<file path="config.mk">
export PLATFORM = sky130hd
export DESIGN_NAME = timer16_waveform_mode_control
export DESIGN_NICKNAME = d
export VERILOG_FILES = /design/src/hdl/timer16_pkg.sv /design/src/hdl/compare_out_unit.sv /design/src/hdl/timer16_waveform_mode_control.sv
export SDC_FILE = /design/constraint.sdc
export NUM_CORES = 1
export LEC_CHECK = 0
export BUFFER_PORTS_ARGS = -buffer_cell sky130_fd_sc_hd__buf_2
export CORE_ASPECT_RATIO = 0.8
export CORE_MARGIN = 8
export CORE_UTILIZATION = 40
export CTS_CLUSTER_SIZE = 10
export DETAILED_ROUTE_END_ITERATION = 8
export PLACE_DENSITY_LB_ADDON = 0.25
export REMOVE_ABC_BUFFERS = 1
export SLEW_MARGIN = 15
export SYNTH_ARGS = -nofsm -noshare
export SYNTH_HDL_FRONTEND = slang
export SYNTH_SLANG_ARGS = --single-unit
</file>
<file path="constraint.sdc">
create_clock -name clk -period 6.5 [get_ports clk]
set_clock_uncertainty 0.15 [all_clocks]
set_input_delay 0.65 -clock clk [delete_from_list [all_inputs] [get_ports clk]]
set_output_delay 0.65 -clock clk [all_outputs]
set_load 0.005 [all_outputs]
</file>
<file path="src/hdl/timer16_pkg.sv">
`default_nettype none
package timer16_pkg;
	localparam int CNT_W = 16;
	localparam int DATA_W = 32;
	localparam int ADDR_W = 6;

	// register byte addresses
	localparam logic [ADDR_W-1:0] OFS_CONTROL_A = 6'h00;
	localparam logic [ADDR_W-1:0] OFS_CONTROL_B = 6'h04;
	localparam logic [ADDR_W-1:0] OFS_COUNTER = 6'h08;
	localparam logic [ADDR_W-1:0] OFS_COMPARE_A = 6'h0C;
	localparam logic [ADDR_W-1:0] OFS_COMPARE_B = 6'h10;
	localparam logic [ADDR_W-1:0] OFS_CAPTURE = 6'h14;
	localparam logic [ADDR_W-1:0] OFS_IRQ_STATUS = 6'h18;
	localparam logic [ADDR_W-1:0] OFS_IRQ_MASK = 6'h1C;

	// control a fields
	localparam int COM_A_LSB = 6;
	localparam int COM_B_LSB = 4;
	localparam int WMODE_LOW_LSB = 0;
	localparam logic [7:0] CONTROL_A_WMASK = 8'hF3;
	localparam logic [7:0] CONTROL_A_RESET = 8'h00;
	// control b fields
	localparam int WMODE_HIGH_LSB = 3;
	localparam int CLK_SEL_LSB = 0;
	localparam logic [7:0] CONTROL_B_WMASK = 8'h1F;
	localparam logic [7:0] CONTROL_B_RESET = 8'h00;

	// interrupt status / mask bits
	localparam int IRQ_OVF = 0;
	localparam int IRQ_MATCH_A = 1;
	localparam int IRQ_MATCH_B = 2;
	localparam int IRQ_W = 3;

	localparam logic [CNT_W-1:0] CNT_RESET = 16'h0000;
	localparam logic [CNT_W-1:0] CNT_MAX = 16'hFFFF;
	localparam logic [CNT_W-1:0] TOP_8BIT = 16'h00FF;
	localparam logic [CNT_W-1:0] TOP_9BIT = 16'h01FF;
	localparam logic [CNT_W-1:0] TOP_10BIT = 16'h03FF;

	// waveform mode codes
	localparam logic [3:0] WM_NORMAL = 4'h0;
	localparam logic [3:0] WM_PC8 = 4'h1;
	localparam logic [3:0] WM_PC9 = 4'h2;
	localparam logic [3:0] WM_PC10 = 4'h3;
	localparam logic [3:0] WM_CTC_CMP = 4'h4;
	localparam logic [3:0] WM_FAST8 = 4'h5;
	localparam logic [3:0] WM_FAST9 = 4'h6;
	localparam logic [3:0] WM_FAST10 = 4'h7;
	localparam logic [3:0] WM_PFC_CAP = 4'h8;
	localparam logic [3:0] WM_PFC_CMP = 4'h9;
	localparam logic [3:0] WM_PC_CAP = 4'hA;
	localparam logic [3:0] WM_PC_CMP = 4'hB;
	localparam logic [3:0] WM_CTC_CAP = 4'hC;
	localparam logic [3:0] WM_RESERVED = 4'hD;
	localparam logic [3:0] WM_FAST_CAP = 4'hE;
	localparam logic [3:0] WM_FAST_CMP = 4'hF;

	// clock source select codes and prescaler masks
	localparam logic [2:0] CS_STOP = 3'h0;
	localparam logic [2:0] CS_DIV1 = 3'h1;
	localparam logic [2:0] CS_DIV8 = 3'h2;
	localparam logic [2:0] CS_DIV64 = 3'h3;
	localparam logic [2:0] CS_DIV256 = 3'h4;
	localparam logic [2:0] CS_DIV1024 = 3'h5;
	localparam logic [2:0] CS_EXT_FALL = 3'h6;
	localparam logic [2:0] CS_EXT_RISE = 3'h7;
	localparam int PRE_W = 10;
	localparam logic [PRE_W-1:0] PRE_MASK_8 = 10'h007;
	localparam logic [PRE_W-1:0] PRE_MASK_64 = 10'h03F;
	localparam logic [PRE_W-1:0] PRE_MASK_256 = 10'h0FF;
	localparam logic [PRE_W-1:0] PRE_MASK_1024 = 10'h3FF;

	localparam logic [1:0] COM_OFF = 2'h0;
	localparam logic [1:0] COM_TOGGLE = 2'h1;
	localparam logic [1:0] COM_CLEAR = 2'h2;
	localparam logic [1:0] COM_SET = 2'h3;

	typedef enum logic [2:0] {
		CLS_SINGLE = 3'b001,
		CLS_FAST   = 3'b010,
		CLS_DUAL   = 3'b100
	} wave_class_t;
endpackage
`default_nettype wire

</file>
<file path="src/hdl/compare_out_unit.sv">
`default_nettype none
module compare_out_unit (
	input  wire logic                      clk,
	input  wire logic                      sys_rst,
	input  wire timer16_pkg::wave_class_t  wave_class,
	input  wire logic [1:0]                compare_out_mode,
	input  wire logic                      toggle_ok,
	input  wire logic                      match,
	input  wire logic                      wrap,
	input  wire logic                      counting_up,
	input  wire logic                      port_data,
	input  wire logic                      port_dir,
	output var  logic                      wave,
	output logic                           pin_out,
	output logic                           pin_oe,
	output logic                           connected
);
	import timer16_pkg::*;

	logic next_wave;
	wire  pwm = (wave_class != CLS_SINGLE);
	wire  m1 = compare_out_mode[1];

	assign connected = (compare_out_mode != COM_OFF) &&
		!(pwm && compare_out_mode == COM_TOGGLE && !toggle_ok);
	assign pin_out = connected ? wave : port_data;
	assign pin_oe = port_dir;

	always_comb begin
		next_wave = wave;
		case (wave_class)
			CLS_FAST: begin
				// wrap first: a compare value at TOP yields the bottom action
				if (m1 && wrap)
					next_wave = !compare_out_mode[0];
				else if (m1 && match)
					next_wave = compare_out_mode[0];
				else if (connected && match && !m1)
					next_wave = !wave;
			end
			CLS_DUAL: begin
				if (m1 && match)
					next_wave = compare_out_mode[0] ^ !counting_up;
				else if (connected && match && !m1)
					next_wave = !wave;
			end
			default: begin
				if (match) begin
					case (compare_out_mode)
						COM_TOGGLE: next_wave = !wave;
						COM_CLEAR: next_wave = 1'b0;
						COM_SET: next_wave = 1'b1;
						default: next_wave = wave;
					endcase
				end
			end
		endcase
	end

	always_ff @(posedge clk or posedge sys_rst) begin
		if (sys_rst)
			wave <= 1'b0;
		else
			wave <= next_wave;
	end

	chk_nonpwm_toggle: assert property (@(posedge clk) disable iff (sys_rst)
		wave_class == CLS_SINGLE && match && compare_out_mode == COM_TOGGLE
		|=> wave != $past(wave))
		else $error("toggle on match missing");
	chk_dual_slope: assert property (@(posedge clk) disable iff (sys_rst)
		wave_class == CLS_DUAL && match && m1
		|=> wave == ($past(compare_out_mode[0]) ^ !$past(counting_up)))
		else $error("dual slope action wrong");
	chk_fast_wrap: assert property (@(posedge clk) disable iff (sys_rst)
		wave_class == CLS_FAST && wrap && m1
		|=> wave == !$past(compare_out_mode[0]))
		else $error("fast pwm bottom action wrong");
	chk_pin_driver: assert property (@(posedge clk) disable iff (sys_rst)
		pin_oe == port_dir && (connected || pin_out == port_data))
		else $error("pin driver not under direction bit");
endmodule
`default_nettype wire

</file>
<file path="src/hdl/timer16_waveform_mode_control.sv">
// How it works
// - the counter and compares run on clk, the timer tick only enables them.
// - a nonzero compare-out field hands the pin to the wave; direction enables.
// - non-PWM codes: off, toggle, clear or set on a compare match.
// - fast PWM code 01 toggles output A only in modes 14/15, else disconnects.
// - fast PWM code 10 clears on match, sets at BOTTOM; code 11 the reverse.
// - fast PWM with compare equal to TOP takes the BOTTOM action, not the match.
// - dual-slope code 01 toggles output A only in modes 9/11, else off.
// - dual-slope code 10 clears up-counting and sets down-counting; 11 reverse.
// - the mode code joins control a bits 1:0 with control b high bits.
// - the mode picks sequence, TOP and waveform; mode 13 is reserved.
// - modes 0, 4, 12 use TOP 0xFFFF/compare A/capture, immediate, flag at MAX.
// - modes 1-3, 10, 11 are phase correct, load at TOP, flag at BOTTOM.
// - modes 5-7, 14, 15 are fast PWM, load and flag at TOP.
// - modes 8, 9 take TOP from capture or compare A, load and flag at BOTTOM.
// - clock select stops, divides by 1/8/64/256/1024, or uses the pin edges.
//
// Decided for this implementation: the address map and register access over Avalon-MM.
`default_nettype none
module timer16_waveform_mode_control (
	input  wire logic                            clk,
	input  wire logic                            sys_rst,
	input  wire logic [timer16_pkg::ADDR_W-1:0]  avs_address,
	input  wire logic                            avs_read,
	input  wire logic                            avs_write,
	input  wire logic [timer16_pkg::DATA_W-1:0]  avs_writedata,
	input  wire logic [3:0]                      avs_byteenable,
	output var  logic [timer16_pkg::DATA_W-1:0]  avs_readdata,
	output logic                                 avs_waitrequest,
	input  wire logic                            external_count_pin,
	input  wire logic                            port_data_a,
	input  wire logic                            port_dir_a,
	input  wire logic                            port_data_b,
	input  wire logic                            port_dir_b,
	output logic                                 wave_out_a,
	output logic                                 wave_out_a_oe,
	output logic                                 wave_out_b,
	output logic                                 wave_out_b_oe,
	output logic                                 irq
);
	import timer16_pkg::*;

	logic [7:0]       timer16_control_a;
	logic [7:0]       timer16_control_b;
	logic [CNT_W-1:0] counter_value;
	logic [CNT_W-1:0] compare_buf_a;
	logic [CNT_W-1:0] compare_buf_b;
	logic [CNT_W-1:0] compare_value_a;
	logic [CNT_W-1:0] compare_value_b;
	logic [CNT_W-1:0] capture_value;
	logic [IRQ_W-1:0] irq_status;
	logic [IRQ_W-1:0] irq_mask;
	logic             counting_up;
	logic             block_match;
	logic             ack;
	logic [PRE_W-1:0] prescale;
	logic             ext_s1;
	logic             ext_s2;
	logic             ext_s3;
	logic [CNT_W-1:0] next_counter;
	logic             next_up;
	logic [CNT_W-1:0] top_value;
	logic [DATA_W-1:0] next_readdata;
	logic             timer_tick;
	wave_class_t      wave_class;

	// bus decode: one wait state, then the access completes
	wire req = avs_read | avs_write;
	wire wr_en = avs_write & ack;
	wire sel_ctrl_a = (avs_address == OFS_CONTROL_A);
	wire sel_ctrl_b = (avs_address == OFS_CONTROL_B);
	wire sel_count = (avs_address == OFS_COUNTER);
	wire sel_cmp_a = (avs_address == OFS_COMPARE_A);
	wire sel_cmp_b = (avs_address == OFS_COMPARE_B);
	wire sel_capt = (avs_address == OFS_CAPTURE);
	wire sel_status = (avs_address == OFS_IRQ_STATUS);
	wire sel_mask = (avs_address == OFS_IRQ_MASK);
	wire lane0 = wr_en & avs_byteenable[0];
	wire [1:0] lanes16 = {2{wr_en}} & avs_byteenable[1:0];
	wire cnt_wr = sel_count & (|lanes16);

	assign avs_waitrequest = req & ~ack;

	function automatic logic [CNT_W-1:0] merge16(
		input logic [CNT_W-1:0] old,
		input logic [DATA_W-1:0] wd,
		input logic [1:0] be
	);
		merge16 = {be[1] ? wd[15:8] : old[15:8],
			be[0] ? wd[7:0] : old[7:0]};
	endfunction

	// mode code and its decoded properties
	wire [1:0] compare_out_mode_a = timer16_control_a[COM_A_LSB +: 2];
	wire [1:0] compare_out_mode_b = timer16_control_a[COM_B_LSB +: 2];
	wire [1:0] waveform_mode_low = timer16_control_a[WMODE_LOW_LSB +: 2];
	wire [1:0] waveform_mode_high = timer16_control_b[WMODE_HIGH_LSB +: 2];
	wire [2:0] clock_source_sel = timer16_control_b[CLK_SEL_LSB +: 3];
	wire [3:0] waveform_mode_code = {waveform_mode_high,
		waveform_mode_low};
	wire m = 1'b0;
	wire is_pc = (waveform_mode_code == WM_PC8) ||
		(waveform_mode_code == WM_PC9) ||
		(waveform_mode_code == WM_PC10) ||
		(waveform_mode_code == WM_PC_CAP) ||
		(waveform_mode_code == WM_PC_CMP);
	wire is_pfc = (waveform_mode_code == WM_PFC_CAP) ||
		(waveform_mode_code == WM_PFC_CMP);
	wire is_fast = (waveform_mode_code == WM_FAST8) ||
		(waveform_mode_code == WM_FAST9) ||
		(waveform_mode_code == WM_FAST10) ||
		(waveform_mode_code == WM_FAST_CAP) ||
		(waveform_mode_code == WM_FAST_CMP);
	wire is_resv = (waveform_mode_code == WM_RESERVED);
	wire is_dual = is_pc | is_pfc;
	wire toggle_ok_a = (is_fast && (waveform_mode_code == WM_FAST_CAP ||
		waveform_mode_code == WM_FAST_CMP)) ||
		(is_dual && (waveform_mode_code == WM_PFC_CMP ||
		waveform_mode_code == WM_PC_CMP));

	always_comb begin
		if (is_fast)
			wave_class = CLS_FAST;
		else if (is_dual)
			wave_class = CLS_DUAL;
		else
			wave_class = CLS_SINGLE;
	end

	always_comb begin
		case (waveform_mode_code)
			WM_PC8, WM_FAST8: top_value = TOP_8BIT;
			WM_PC9, WM_FAST9: top_value = TOP_9BIT;
			WM_PC10, WM_FAST10: top_value = TOP_10BIT;
			WM_CTC_CMP, WM_PFC_CMP, WM_PC_CMP, WM_FAST_CMP:
				top_value = compare_value_a;
			WM_PFC_CAP, WM_PC_CAP, WM_CTC_CAP, WM_FAST_CAP:
				top_value = capture_value;
			default: top_value = CNT_MAX;
		endcase
	end

	// clock source: prescaled tick is a clock enable, not a clock
	wire ext_fall = ext_s3 & ~ext_s2;
	wire ext_rise = ~ext_s3 & ext_s2;
	always_comb begin
		case (clock_source_sel)
			CS_DIV1: timer_tick = 1'b1;
			CS_DIV8: timer_tick = (prescale & PRE_MASK_8) == PRE_MASK_8;
			CS_DIV64: timer_tick = (prescale & PRE_MASK_64) == PRE_MASK_64;
			CS_DIV256: timer_tick = (prescale & PRE_MASK_256) == PRE_MASK_256;
			CS_DIV1024: timer_tick = prescale == PRE_MASK_1024;
			CS_EXT_FALL: timer_tick = ext_fall;
			CS_EXT_RISE: timer_tick = ext_rise;
			default: timer_tick = 1'b0;
		endcase
	end

	wire at_top = (counter_value == top_value);
	wire at_bottom = (counter_value == CNT_RESET);
	wire run = timer_tick & ~is_resv & ~cnt_wr;
	// a software write to the counter hides the next tick's matches
	wire match_a = run & ~block_match & (counter_value == compare_value_a);
	wire match_b = run & ~block_match & (counter_value == compare_value_b);
	wire wrap = run & is_fast & at_top;
	wire ovf_evt = run & (is_dual ? at_bottom :
		(is_fast ? at_top : (counter_value == CNT_MAX)));
	wire load_evt = run & ((is_pc & at_top) |
		(is_pfc & at_bottom) | (is_fast & at_top));
	wire immediate = ~is_dual & ~is_fast;

	always_comb begin
		next_counter = counter_value;
		next_up = counting_up;
		if (cnt_wr) begin
			next_counter = merge16(counter_value, avs_writedata, lanes16);
		end else if (run) begin
			if (is_dual) begin
				if (counting_up && at_top) begin
					next_up = 1'b0;
					next_counter = counter_value - 16'h0001;
				end else if (!counting_up && at_bottom) begin
					next_up = 1'b1;
					next_counter = counter_value + 16'h0001;
				end else if (counting_up) begin
					next_counter = counter_value + 16'h0001;
				end else begin
					next_counter = counter_value - 16'h0001;
				end
			end else if (at_top) begin
				next_counter = CNT_RESET;
			end else begin
				next_counter = counter_value + 16'h0001;
			end
		end
	end

	always_comb begin
		next_readdata = '0;
		if (sel_ctrl_a)
			next_readdata[7:0] = timer16_control_a;
		else if (sel_ctrl_b)
			next_readdata[7:0] = timer16_control_b;
		else if (sel_count)
			next_readdata[CNT_W-1:0] = counter_value;
		else if (sel_cmp_a)
			next_readdata[CNT_W-1:0] = compare_buf_a;
		else if (sel_cmp_b)
			next_readdata[CNT_W-1:0] = compare_buf_b;
		else if (sel_capt)
			next_readdata[CNT_W-1:0] = capture_value;
		else if (sel_status)
			next_readdata[IRQ_W-1:0] = irq_status;
		else if (sel_mask)
			next_readdata[IRQ_W-1:0] = irq_mask;
	end

	wire [IRQ_W-1:0] irq_set = {match_b, match_a, ovf_evt};
	wire [IRQ_W-1:0] irq_clr = (sel_status & lane0) ?
		avs_writedata[IRQ_W-1:0] : '0;
	assign irq = |(irq_status & irq_mask);

	always_ff @(posedge clk or posedge sys_rst) begin
		if (sys_rst) begin
			ack <= 1'b0;
			avs_readdata <= '0;
		end else begin
			ack <= req & ~ack;
			if (req & ~ack)
				avs_readdata <= next_readdata;
		end
	end

	always_ff @(posedge clk or posedge sys_rst) begin
		if (sys_rst) begin
			timer16_control_a <= CONTROL_A_RESET;
			timer16_control_b <= CONTROL_B_RESET;
			irq_mask <= '0;
			irq_status <= '0;
			capture_value <= CNT_RESET;
			compare_buf_a <= CNT_RESET;
			compare_buf_b <= CNT_RESET;
		end else begin
			if (sel_ctrl_a & lane0)
				timer16_control_a <= avs_writedata[7:0] &
					CONTROL_A_WMASK;
			if (sel_ctrl_b & lane0)
				timer16_control_b <= avs_writedata[7:0] & CONTROL_B_WMASK;
			if (sel_mask & lane0)
				irq_mask <= avs_writedata[IRQ_W-1:0];
			// set wins over a clear in the same cycle
			irq_status <= (irq_status & ~irq_clr) | irq_set;
			if (sel_capt)
				capture_value <= merge16(capture_value, avs_writedata,
					lanes16);
			if (sel_cmp_a)
				compare_buf_a <= merge16(compare_buf_a, avs_writedata,
					lanes16);
			if (sel_cmp_b)
				compare_buf_b <= merge16(compare_buf_b, avs_writedata,
					lanes16);
		end
	end

	always_ff @(posedge clk or posedge sys_rst) begin
		if (sys_rst) begin
			compare_value_a <= CNT_RESET;
			compare_value_b <= CNT_RESET;
		end else if (immediate | load_evt) begin
			compare_value_a <= compare_buf_a;
			compare_value_b <= compare_buf_b;
		end
	end

	always_ff @(posedge clk or posedge sys_rst) begin
		if (sys_rst) begin
			counter_value <= CNT_RESET;
			counting_up <= 1'b1;
			block_match <= 1'b0;
		end else begin
			counter_value <= next_counter;
			counting_up <= next_up;
			if (cnt_wr)
				block_match <= 1'b1;
			else if (timer_tick)
				block_match <= 1'b0;
		end
	end

	always_ff @(posedge clk or posedge sys_rst) begin
		if (sys_rst) begin
			prescale <= '0;
			ext_s1 <= 1'b0;
			ext_s2 <= 1'b0;
			ext_s3 <= 1'b0;
		end else begin
			prescale <= prescale + 10'h001;
			ext_s1 <= external_count_pin;
			ext_s2 <= ext_s1;
			ext_s3 <= ext_s2;
		end
	end

	compare_out_unit unit_a (
		.clk              (clk),
		.sys_rst          (sys_rst),
		.wave_class       (wave_class),
		.compare_out_mode (compare_out_mode_a),
		.toggle_ok        (toggle_ok_a),
		.match            (match_a),
		.wrap             (wrap),
		.counting_up      (counting_up),
		.port_data        (port_data_a),
		.port_dir         (port_dir_a),
		.wave             (),
		.pin_out          (wave_out_a),
		.pin_oe           (wave_out_a_oe),
		.connected        ()
	);

	// output b never toggles in a PWM mode
	compare_out_unit unit_b (
		.clk              (clk),
		.sys_rst          (sys_rst),
		.wave_class       (wave_class),
		.compare_out_mode (compare_out_mode_b),
		.toggle_ok        (m),
		.match            (match_b),
		.wrap             (wrap),
		.counting_up      (counting_up),
		.port_data        (port_data_b),
		.port_dir         (port_dir_b),
		.wave             (),
		.pin_out          (wave_out_b),
		.pin_oe           (wave_out_b_oe),
		.connected        ()
	);

	chk_stop_holds: assert property (@(posedge clk) disable iff (sys_rst)
		clock_source_sel == CS_STOP && !cnt_wr |=> $stable(counter_value))
		else $error("counter moved while stopped");
	chk_normal_step: assert property (@(posedge clk) disable iff (sys_rst)
		waveform_mode_code == WM_NORMAL && clock_source_sel == CS_DIV1 &&
		!cnt_wr |=> counter_value == $past(counter_value) + 16'h0001)
		else $error("normal mode did not step");
	chk_reserved_halt: assert property (@(posedge clk) disable iff (sys_rst)
		is_resv && !cnt_wr |=> $stable(counter_value))
		else $error("reserved mode counted");
	chk_pc8_turn: assert property (@(posedge clk) disable iff (sys_rst)
		waveform_mode_code == WM_PC8 && run && counting_up &&
		counter_value == TOP_8BIT |=> !counting_up)
		else $error("phase correct did not turn at top");
	chk_fast8_wrap: assert property (@(posedge clk) disable iff (sys_rst)
		waveform_mode_code == WM_FAST8 && run && counter_value == TOP_8BIT
		|=> counter_value == CNT_RESET ##0 irq_status[IRQ_OVF])
		else $error("fast pwm wrap or flag wrong");
	chk_dual_ovf: assert property (@(posedge clk) disable iff (sys_rst)
		is_dual && run && at_bottom |=> irq_status[IRQ_OVF])
		else $error("bottom overflow flag missing");
	chk_pfc_hold: assert property (@(posedge clk) disable iff (sys_rst)
		is_pfc && !(run && at_bottom) |=> $stable(compare_value_a))
		else $error("compare loaded away from bottom");
	chk_immediate_load: assert property (@(posedge clk) disable iff (sys_rst)
		waveform_mode_code == WM_CTC_CAP |=>
		compare_value_a == $past(compare_buf_a))
		else $error("immediate compare update missing");
	chk_ctrl_a_unused: assert property (@(posedge clk) disable iff (sys_rst)
		timer16_control_a[3:2] == 2'b00)
		else $error("unused control bits set");
	chk_div8_tick: assert property (@(posedge clk) disable iff (sys_rst)
		clock_source_sel == CS_DIV8 && timer_tick
		|=> !timer_tick || clock_source_sel != CS_DIV8)
		else $error("divide by 8 ticked twice");
endmodule
`default_nettype wire

</file>
* Yosys cells after proc, flatten, opt, wreduce, memory -nomap -nowiden
Index checks and enable logic that the tools add are counted.
** Operators by class
- Muxes and demuxes :: 47
- Bitwise gates (word level) :: 43
- $add $sub $neg :: 3
- Eq/ne operators :: 48
- Reduce and logical (&&, ||, !) cells :: 68
** Operators with widths (count)
- 2-to-1 mux 16 bit :: 10
- case mux 16 bit (5 select lines) :: 1
- == test 16 bit :: 3
- 2-to-1 mux 8 bit :: 6
- == test 4 bit (second input constant) :: 8
- == test 6 x 5 -> 1 bit (second input constant) :: 4
- bitwise AND 1 bit :: 23
- AND reduction 2 bit :: 10
- == test 3 bit (second input constant) :: 6
- 2-to-1 mux 1 bit :: 18
- 2-to-1 mux 3 bit :: 6
- logical AND 1 bit :: 17
- adder 16 x 1 -> 16 bit (second input constant) :: 1
- == test 16 bit (second input constant) :: 1
- == test 4 x 3 -> 1 bit (second input constant) :: 4
- zero test 16 bit :: 1
- subtractor 16 x 1 -> 16 bit (second input constant) :: 1
- 2-to-1 mux 13 bit :: 1
- == test 6 x 4 -> 1 bit (second input constant) :: 2
- logical OR 1 bit :: 12
- adder 10 x 1 -> 10 bit (second input constant) :: 1
- == test 10 bit (second input constant) :: 1
- zero test 1 bit :: 10
- nonzero test 2 bit :: 5
- other kinds (28) :: 57
** Word-level totals
- Flip-flop bits (word level) :: 147
- Bits of input ports :: 51

* Longest topological paths before layout
- Depth after elaboration :: 19
- Depth in mapped cells :: 15
- Gate-level depth less buffers :: 11

* Hierarchy
Synthesis repeated with hierarchy kept, for this count alone.
** Unflattened totals
- Cells, all modules :: 918
- Area total of the unflattened synthesis :: 8938.6 sq um
** Modules (own cells, without submodules)
- timer16_waveform_mode_control :: cells an instance 858, instances 1, area each 8528.2 sq um, seq. area each 3629.7 sq um
- compare_out_unit :: cells an instance 30, instances 2, area each 205.2 sq um, seq. area each 25.0 sq um

* Worst setup path after synthesis
OpenSTA, ideal clock, no wires.
- Kind :: register to register
- From :: register counter_value[0]
- To :: register counter_value[9]
- Cell stages (with the launch flop) :: 13
- Arrival time :: 3.154 ns
- Setup time :: 0.101 ns
- Period minus slack after synthesis :: 3.405 ns
- Setup slack :: 3.095 ns
- Required time :: 6.249 ns
- Cells stage by stage :: dfrtp_1 -> clkbuf_1 -> inv_1 -> ha_1 -> or3b_1 -> nand4b_1 -> or3_1 -> nor4_4 -> nand2b_1 -> and2_1 -> clkbuf_1 -> a221oi_1 -> nor4_1
** On the way
- Word-level cells in the longest chain between the ends :: 7
** RTL lines
- start: declaration :: line timer16_waveform_mode_control.sv:45 : logic [CNT_W-1:0] counter_value;
- start signal: assignment :: line timer16_waveform_mode_control.sv:281 : counter_value <= next_counter;
- subtractor 16 x 1 -> 16 bit (tied with other cells) :: line timer16_waveform_mode_control.sv:181, timer16_waveform_mode_control.sv:188
- 2-to-1 mux 16 bit / logical AND 1 bit (equally long branches) :: line timer16_waveform_mode_control.sv:185, timer16_waveform_mode_control.sv:182
- 2-to-1 mux 16 bit :: line timer16_waveform_mode_control.sv:182 : end else if (!counting_up && at_bottom) begin
- 2-to-1 mux 16 bit :: line timer16_waveform_mode_control.sv:179 : if (counting_up && at_top) begin
- 2-to-1 mux 16 bit * :: line timer16_waveform_mode_control.sv:178 : if (is_dual) begin
- 2-to-1 mux 16 bit * :: line timer16_waveform_mode_control.sv:177 : end else if (run) begin
- 2-to-1 mux 16 bit * :: line timer16_waveform_mode_control.sv:175 : if (cnt_wr) begin
Mark *: on every way between the ends. The rest lies on a longest branch, timed or not. The select of a mux whose other input is x is not followed.
A chain may end at the register's enable or synchronous reset.

* Worst setup path after layout
- From :: register timer16_control_b[3]
- To :: register compare_value_b[13]
** On the way
- Word-level cells in the longest chain between the ends :: 10
** RTL lines
- start: declaration :: line timer16_waveform_mode_control.sv:44 : logic [7:0] timer16_control_b;
- start signal: assignment :: line timer16_waveform_mode_control.sv:248 : timer16_control_b <= avs_writedata[7:0] & CONTROL_B_WMASK;
- parallel branches: the longest is 9 deep, another holds case mux 16 bit (5 select lines)
- bitwise OR 1 bit * :: line timer16_waveform_mode_control.sv:269 : end else if (immediate | load_evt) begin
- end signal: assignment :: line timer16_waveform_mode_control.sv:271 : compare_value_b <= compare_buf_b;
- end: declaration :: line timer16_waveform_mode_control.sv:49 : logic [CNT_W-1:0] compare_value_b;
Every way passes the cells marked *.

==> impl_metrics.env <==
export IMPL_pin_count=89
export IMPL_diodes=0
export IMPL_clockBufferDepth=2
export IMPL_clockRootBuffer="clkbuf_16"
export IMPL_yosysWarnings=0
export IMPL_cts_made_buffers=17
export IMPL_ant_nets=0
export IMPL_grt_overflow_total=0
export IMPL_vias=7611
export IMPL_avgSynthCellArea_um2=9.59
export IMPL_final_cells=1275
export IMPL_startpoint_type="flip-flop"
export IMPL_drt_vias_per_instance=5.97
export IMPL_finalSetupViolCount=0
export IMPL_cp_depth=10
export IMPL_seqCellArea_um2=3680
export IMPL_h_tree_depth=4
export IMPL_multiInputGateArea_um2=4870
export IMPL_slew_viol_final=0
export IMPL_postSynthCellCount=940
export IMPL_postCtsHoldBufs=0
export IMPL_gp_congestion=0.951
export IMPL_required_ns=6.67
export IMPL_hpwlAfterDp_um=19300
export IMPL_coreArea_um2=22300
export IMPL_initial_core_util_pct=40.4
export IMPL_outcome="finished clean"
export IMPL_end_kind="flip-flop"
export IMPL_peakVddDrop_mv=0.192
export IMPL_maxSlewHeadroom_pct=23.2
export IMPL_fmax_ghz=0.201
export IMPL_p_leak_nw=4.50
export IMPL_dpl_cell_area_um2=9400
export IMPL_arrival_ns=5.14
export IMPL_tns_ns=0
export IMPL_drc_errors=0
export IMPL_wire_per_inst_um=21.7
export IMPL_port_buffers=50
export IMPL_cts_resized=0
export IMPL_timing_final_crit_share_pct=76.4
export IMPL_critPathTopFamily="simple AND/OR/NAND/NOR gates"
export IMPL_synthArstFlopShare_pct=100
export IMPL_path_cells="nor2b_2 -> o221ai_2 -> and3_1 -> or4b_1 -> nor4_4 -> and2_1 -> nand2_4 -> a21oi_4 -> buf_4 -> mux2_2"
export IMPL_synth_area_um2=9010
export IMPL_die_w_um=184
export IMPL_synth_cell_types=78
export IMPL_die_h_um=150
export IMPL_final_nets=1011
export IMPL_power_density_nw_per_um2=296
export IMPL_worstSetupPathType="reg2reg"
export IMPL_drive_above_1_share_pct=20.9
export IMPL_maxCapViolations=0
export IMPL_grt_pass1_vias=7344
export IMPL_first_iter_violations=680
export IMPL_seq_area_frac_synth_pct=40.8
export IMPL_crit_buf_inv=1
export IMPL_grt_max_degree=87
export IMPL_num_rows=49
export IMPL_grt_total_usage_pct=20.6
export IMPL_hold_viol=0
export IMPL_post_route_util_pct=45.0
export IMPL_tightest_slew_ns=1.14
export IMPL_synth_ff_type="dfrtp_1"
export IMPL_synth_edf_count=0
export IMPL_dieArea_um2=27600
export IMPL_hold_depth=1
export IMPL_fillerInstances=2154
export IMPL_syn_to_final_growth_pct=11.4
export IMPL_path_clk_slew_ns=0.06
export IMPL_antenna_found_initial=0
export IMPL_numClockSinks=147
export IMPL_firstDrtPassIters=5
export IMPL_cts_tree="yes"
export IMPL_min_period_ns=4.97
export IMPL_rsz0062_at_grt="false"
export IMPL_grt_pass1_wl_um=43700
export IMPL_ys_ff_latch=147
export IMPL_drt_total_wl_um=27700
export IMPL_dp_cells=1243
export IMPL_clk_latency_ns=0.44
export IMPL_min_path_type="in2reg"
export IMPL_fin_hold_ws_ns=0.189
export IMPL_design_area_um2=10000
export IMPL_path_max_fanout=32
export IMPL_slowest_delay_ns=0.87
export IMPL_cts_setup_buffers=0
export IMPL_cpMaxStageDelayCell="nor2b_2"
export IMPL_r2r_cells=10
## worst reg2reg max path, cell delays in order (launching register included)
cell,delay [ns]
dfrtp_1,0.78
nor2b_2,0.87
o221ai_2,0.23
and3_1,0.21
or4b_1,0.58
nor4_4,0.62
and2_1,0.29
nand2_4,0.08
a21oi_4,0.16
buf_4,0.44
mux2_2,0.44
## per-stage QoR
step           power, mW  worst slack, ns
5_1_grt             3.10             1.33
3_3_place_gp        1.87             1.69
4_1_cts             2.96             1.58
3_5_place_dp        1.87             1.62
6_report            2.97             1.53
2_1_floorplan       1.61             1.75
## cells by family (layout without fill, tap and decap cells)
logic type               after synthesis  count (layout)  share of synthesized area (%)
XOR/XNOR                              45              45                           4.37
AO/OA/AOI/OAI                        213             213                           16.0
flip-flops                           147             147                           40.8
multiplexers                         121             121                           14.9
AND/OR/NAND/NOR                      301             301                           17.5
buffers and inverters                108             122                           5.87
other                                  1              16                         0.0416
adder cells (fa/ha/maj)                4               4                          0.555
## power breakdown
group	leakage, nW	switching (mW)	internal (mW)
combinational	2.25	0.393	0.273
clock	0.306	0.431	0.660
sequential	1.94	0.219	0.991
total	4.50	1.04	1.92
## registers in the layout, summed over array words and instances, names as in the netlist, 3 cells and up
name	count
prescale	10
irq_mask	3
irq_status	3
compare_buf_a	16
compare_value_b	16
timer16_control_a	6
compare_value_a	16
capture_value	16
counter_value	16
compare_buf_b	16
timer16_control_b	5
avs_readdata	16
## synth_stat cells, drive strengths merged, types with 6 or more instances
cell | n | area share [%]
a211oi | 6 | 0.50
dfrtp | 146 | 41
a21oi | 39 | 2.3
nor2 | 66 | 2.7
nor3 | 40 | 2.3
o22ai | 6 | 0.42
o21ai | 59 | 3.3
nand3 | 27 | 1.5
nand4 | 8 | 0.56
a31oi | 14 | 0.97
mux2i | 27 | 3.0
nor4 | 14 | 1.3
nand2 | 66 | 2.8
xnor2 | 20 | 1.9
inv | 25 | 1.0
or3 | 20 | 1.4
o221ai | 6 | 0.65
nand2b | 16 | 1.1
buf | 40 | 3.0
xor2 | 25 | 2.4
clkbuf | 43 | 1.8
a221oi | 19 | 1.8
o31ai | 9 | 0.75
and3 | 10 | 0.69
a2111oi | 6 | 0.65
mux2 | 93 | 12
## layer usage
metal	up-vias	wire length, um	GRT usage (%)
li1	3488	-	-
met1	3760	12900	29.3
met2	324	12000	30.1
met3	39	2270	5.23
met4	0	485	6.24
met5	-	0	0
## final timing paths
path                                      startpoint                   to  slack (ns)
worst max-delay path            timer16_control_b[3]  compare_value_b[13]        1.53
worst min-delay path              external_count_pin               ext_s1        0.19
worst max register to register  timer16_control_b[3]  compare_value_b[13]        1.53
worst min register to register                ext_s1               ext_s2        0.20
max in group asynchronous                    sys_rst          unit_b.wave        4.69
min in group asynchronous                    sys_rst      avs_readdata[4]        0.20
## layout by cell type (no fill, tap or decap), types with 14 or more instances in the layout
master / synthesis / final
dfrtp_1: 146 / 146
mux2_2: 89 / 89
nor2_1: 66 / 66
nand2_1: 65 / 65
o21ai_0: 59 / 59
buf_2: 9 / 50
nor3_1: 39 / 38
a21oi_1: 38 / 38
nand3_1: 27 / 27
mux2i_1: 27 / 27
xor2_1: 25 / 25
inv_1: 25 / 24
or3_1: 20 / 20
xnor2_1: 20 / 20
a221oi_1: 19 / 19
clkbuf_16: 0 / 17
nand2b_1: 16 / 16
conb_1: 1 / 16
buf_4: 22 / 15
a31oi_1: 14 / 14
## final cells by class
type / instances / area share [%]
multi-input combinational: 700 / 48.5
sequential: 147 / 36.7
clock buffer: 19 / 4.41
tap: 306 / 3.81
timing repair buffer: 65 / 3.61
clock inverter: 13 / 1.98
inverter: 25 / 0.985
Note: power is estimated with default switching activity, not from simulation.
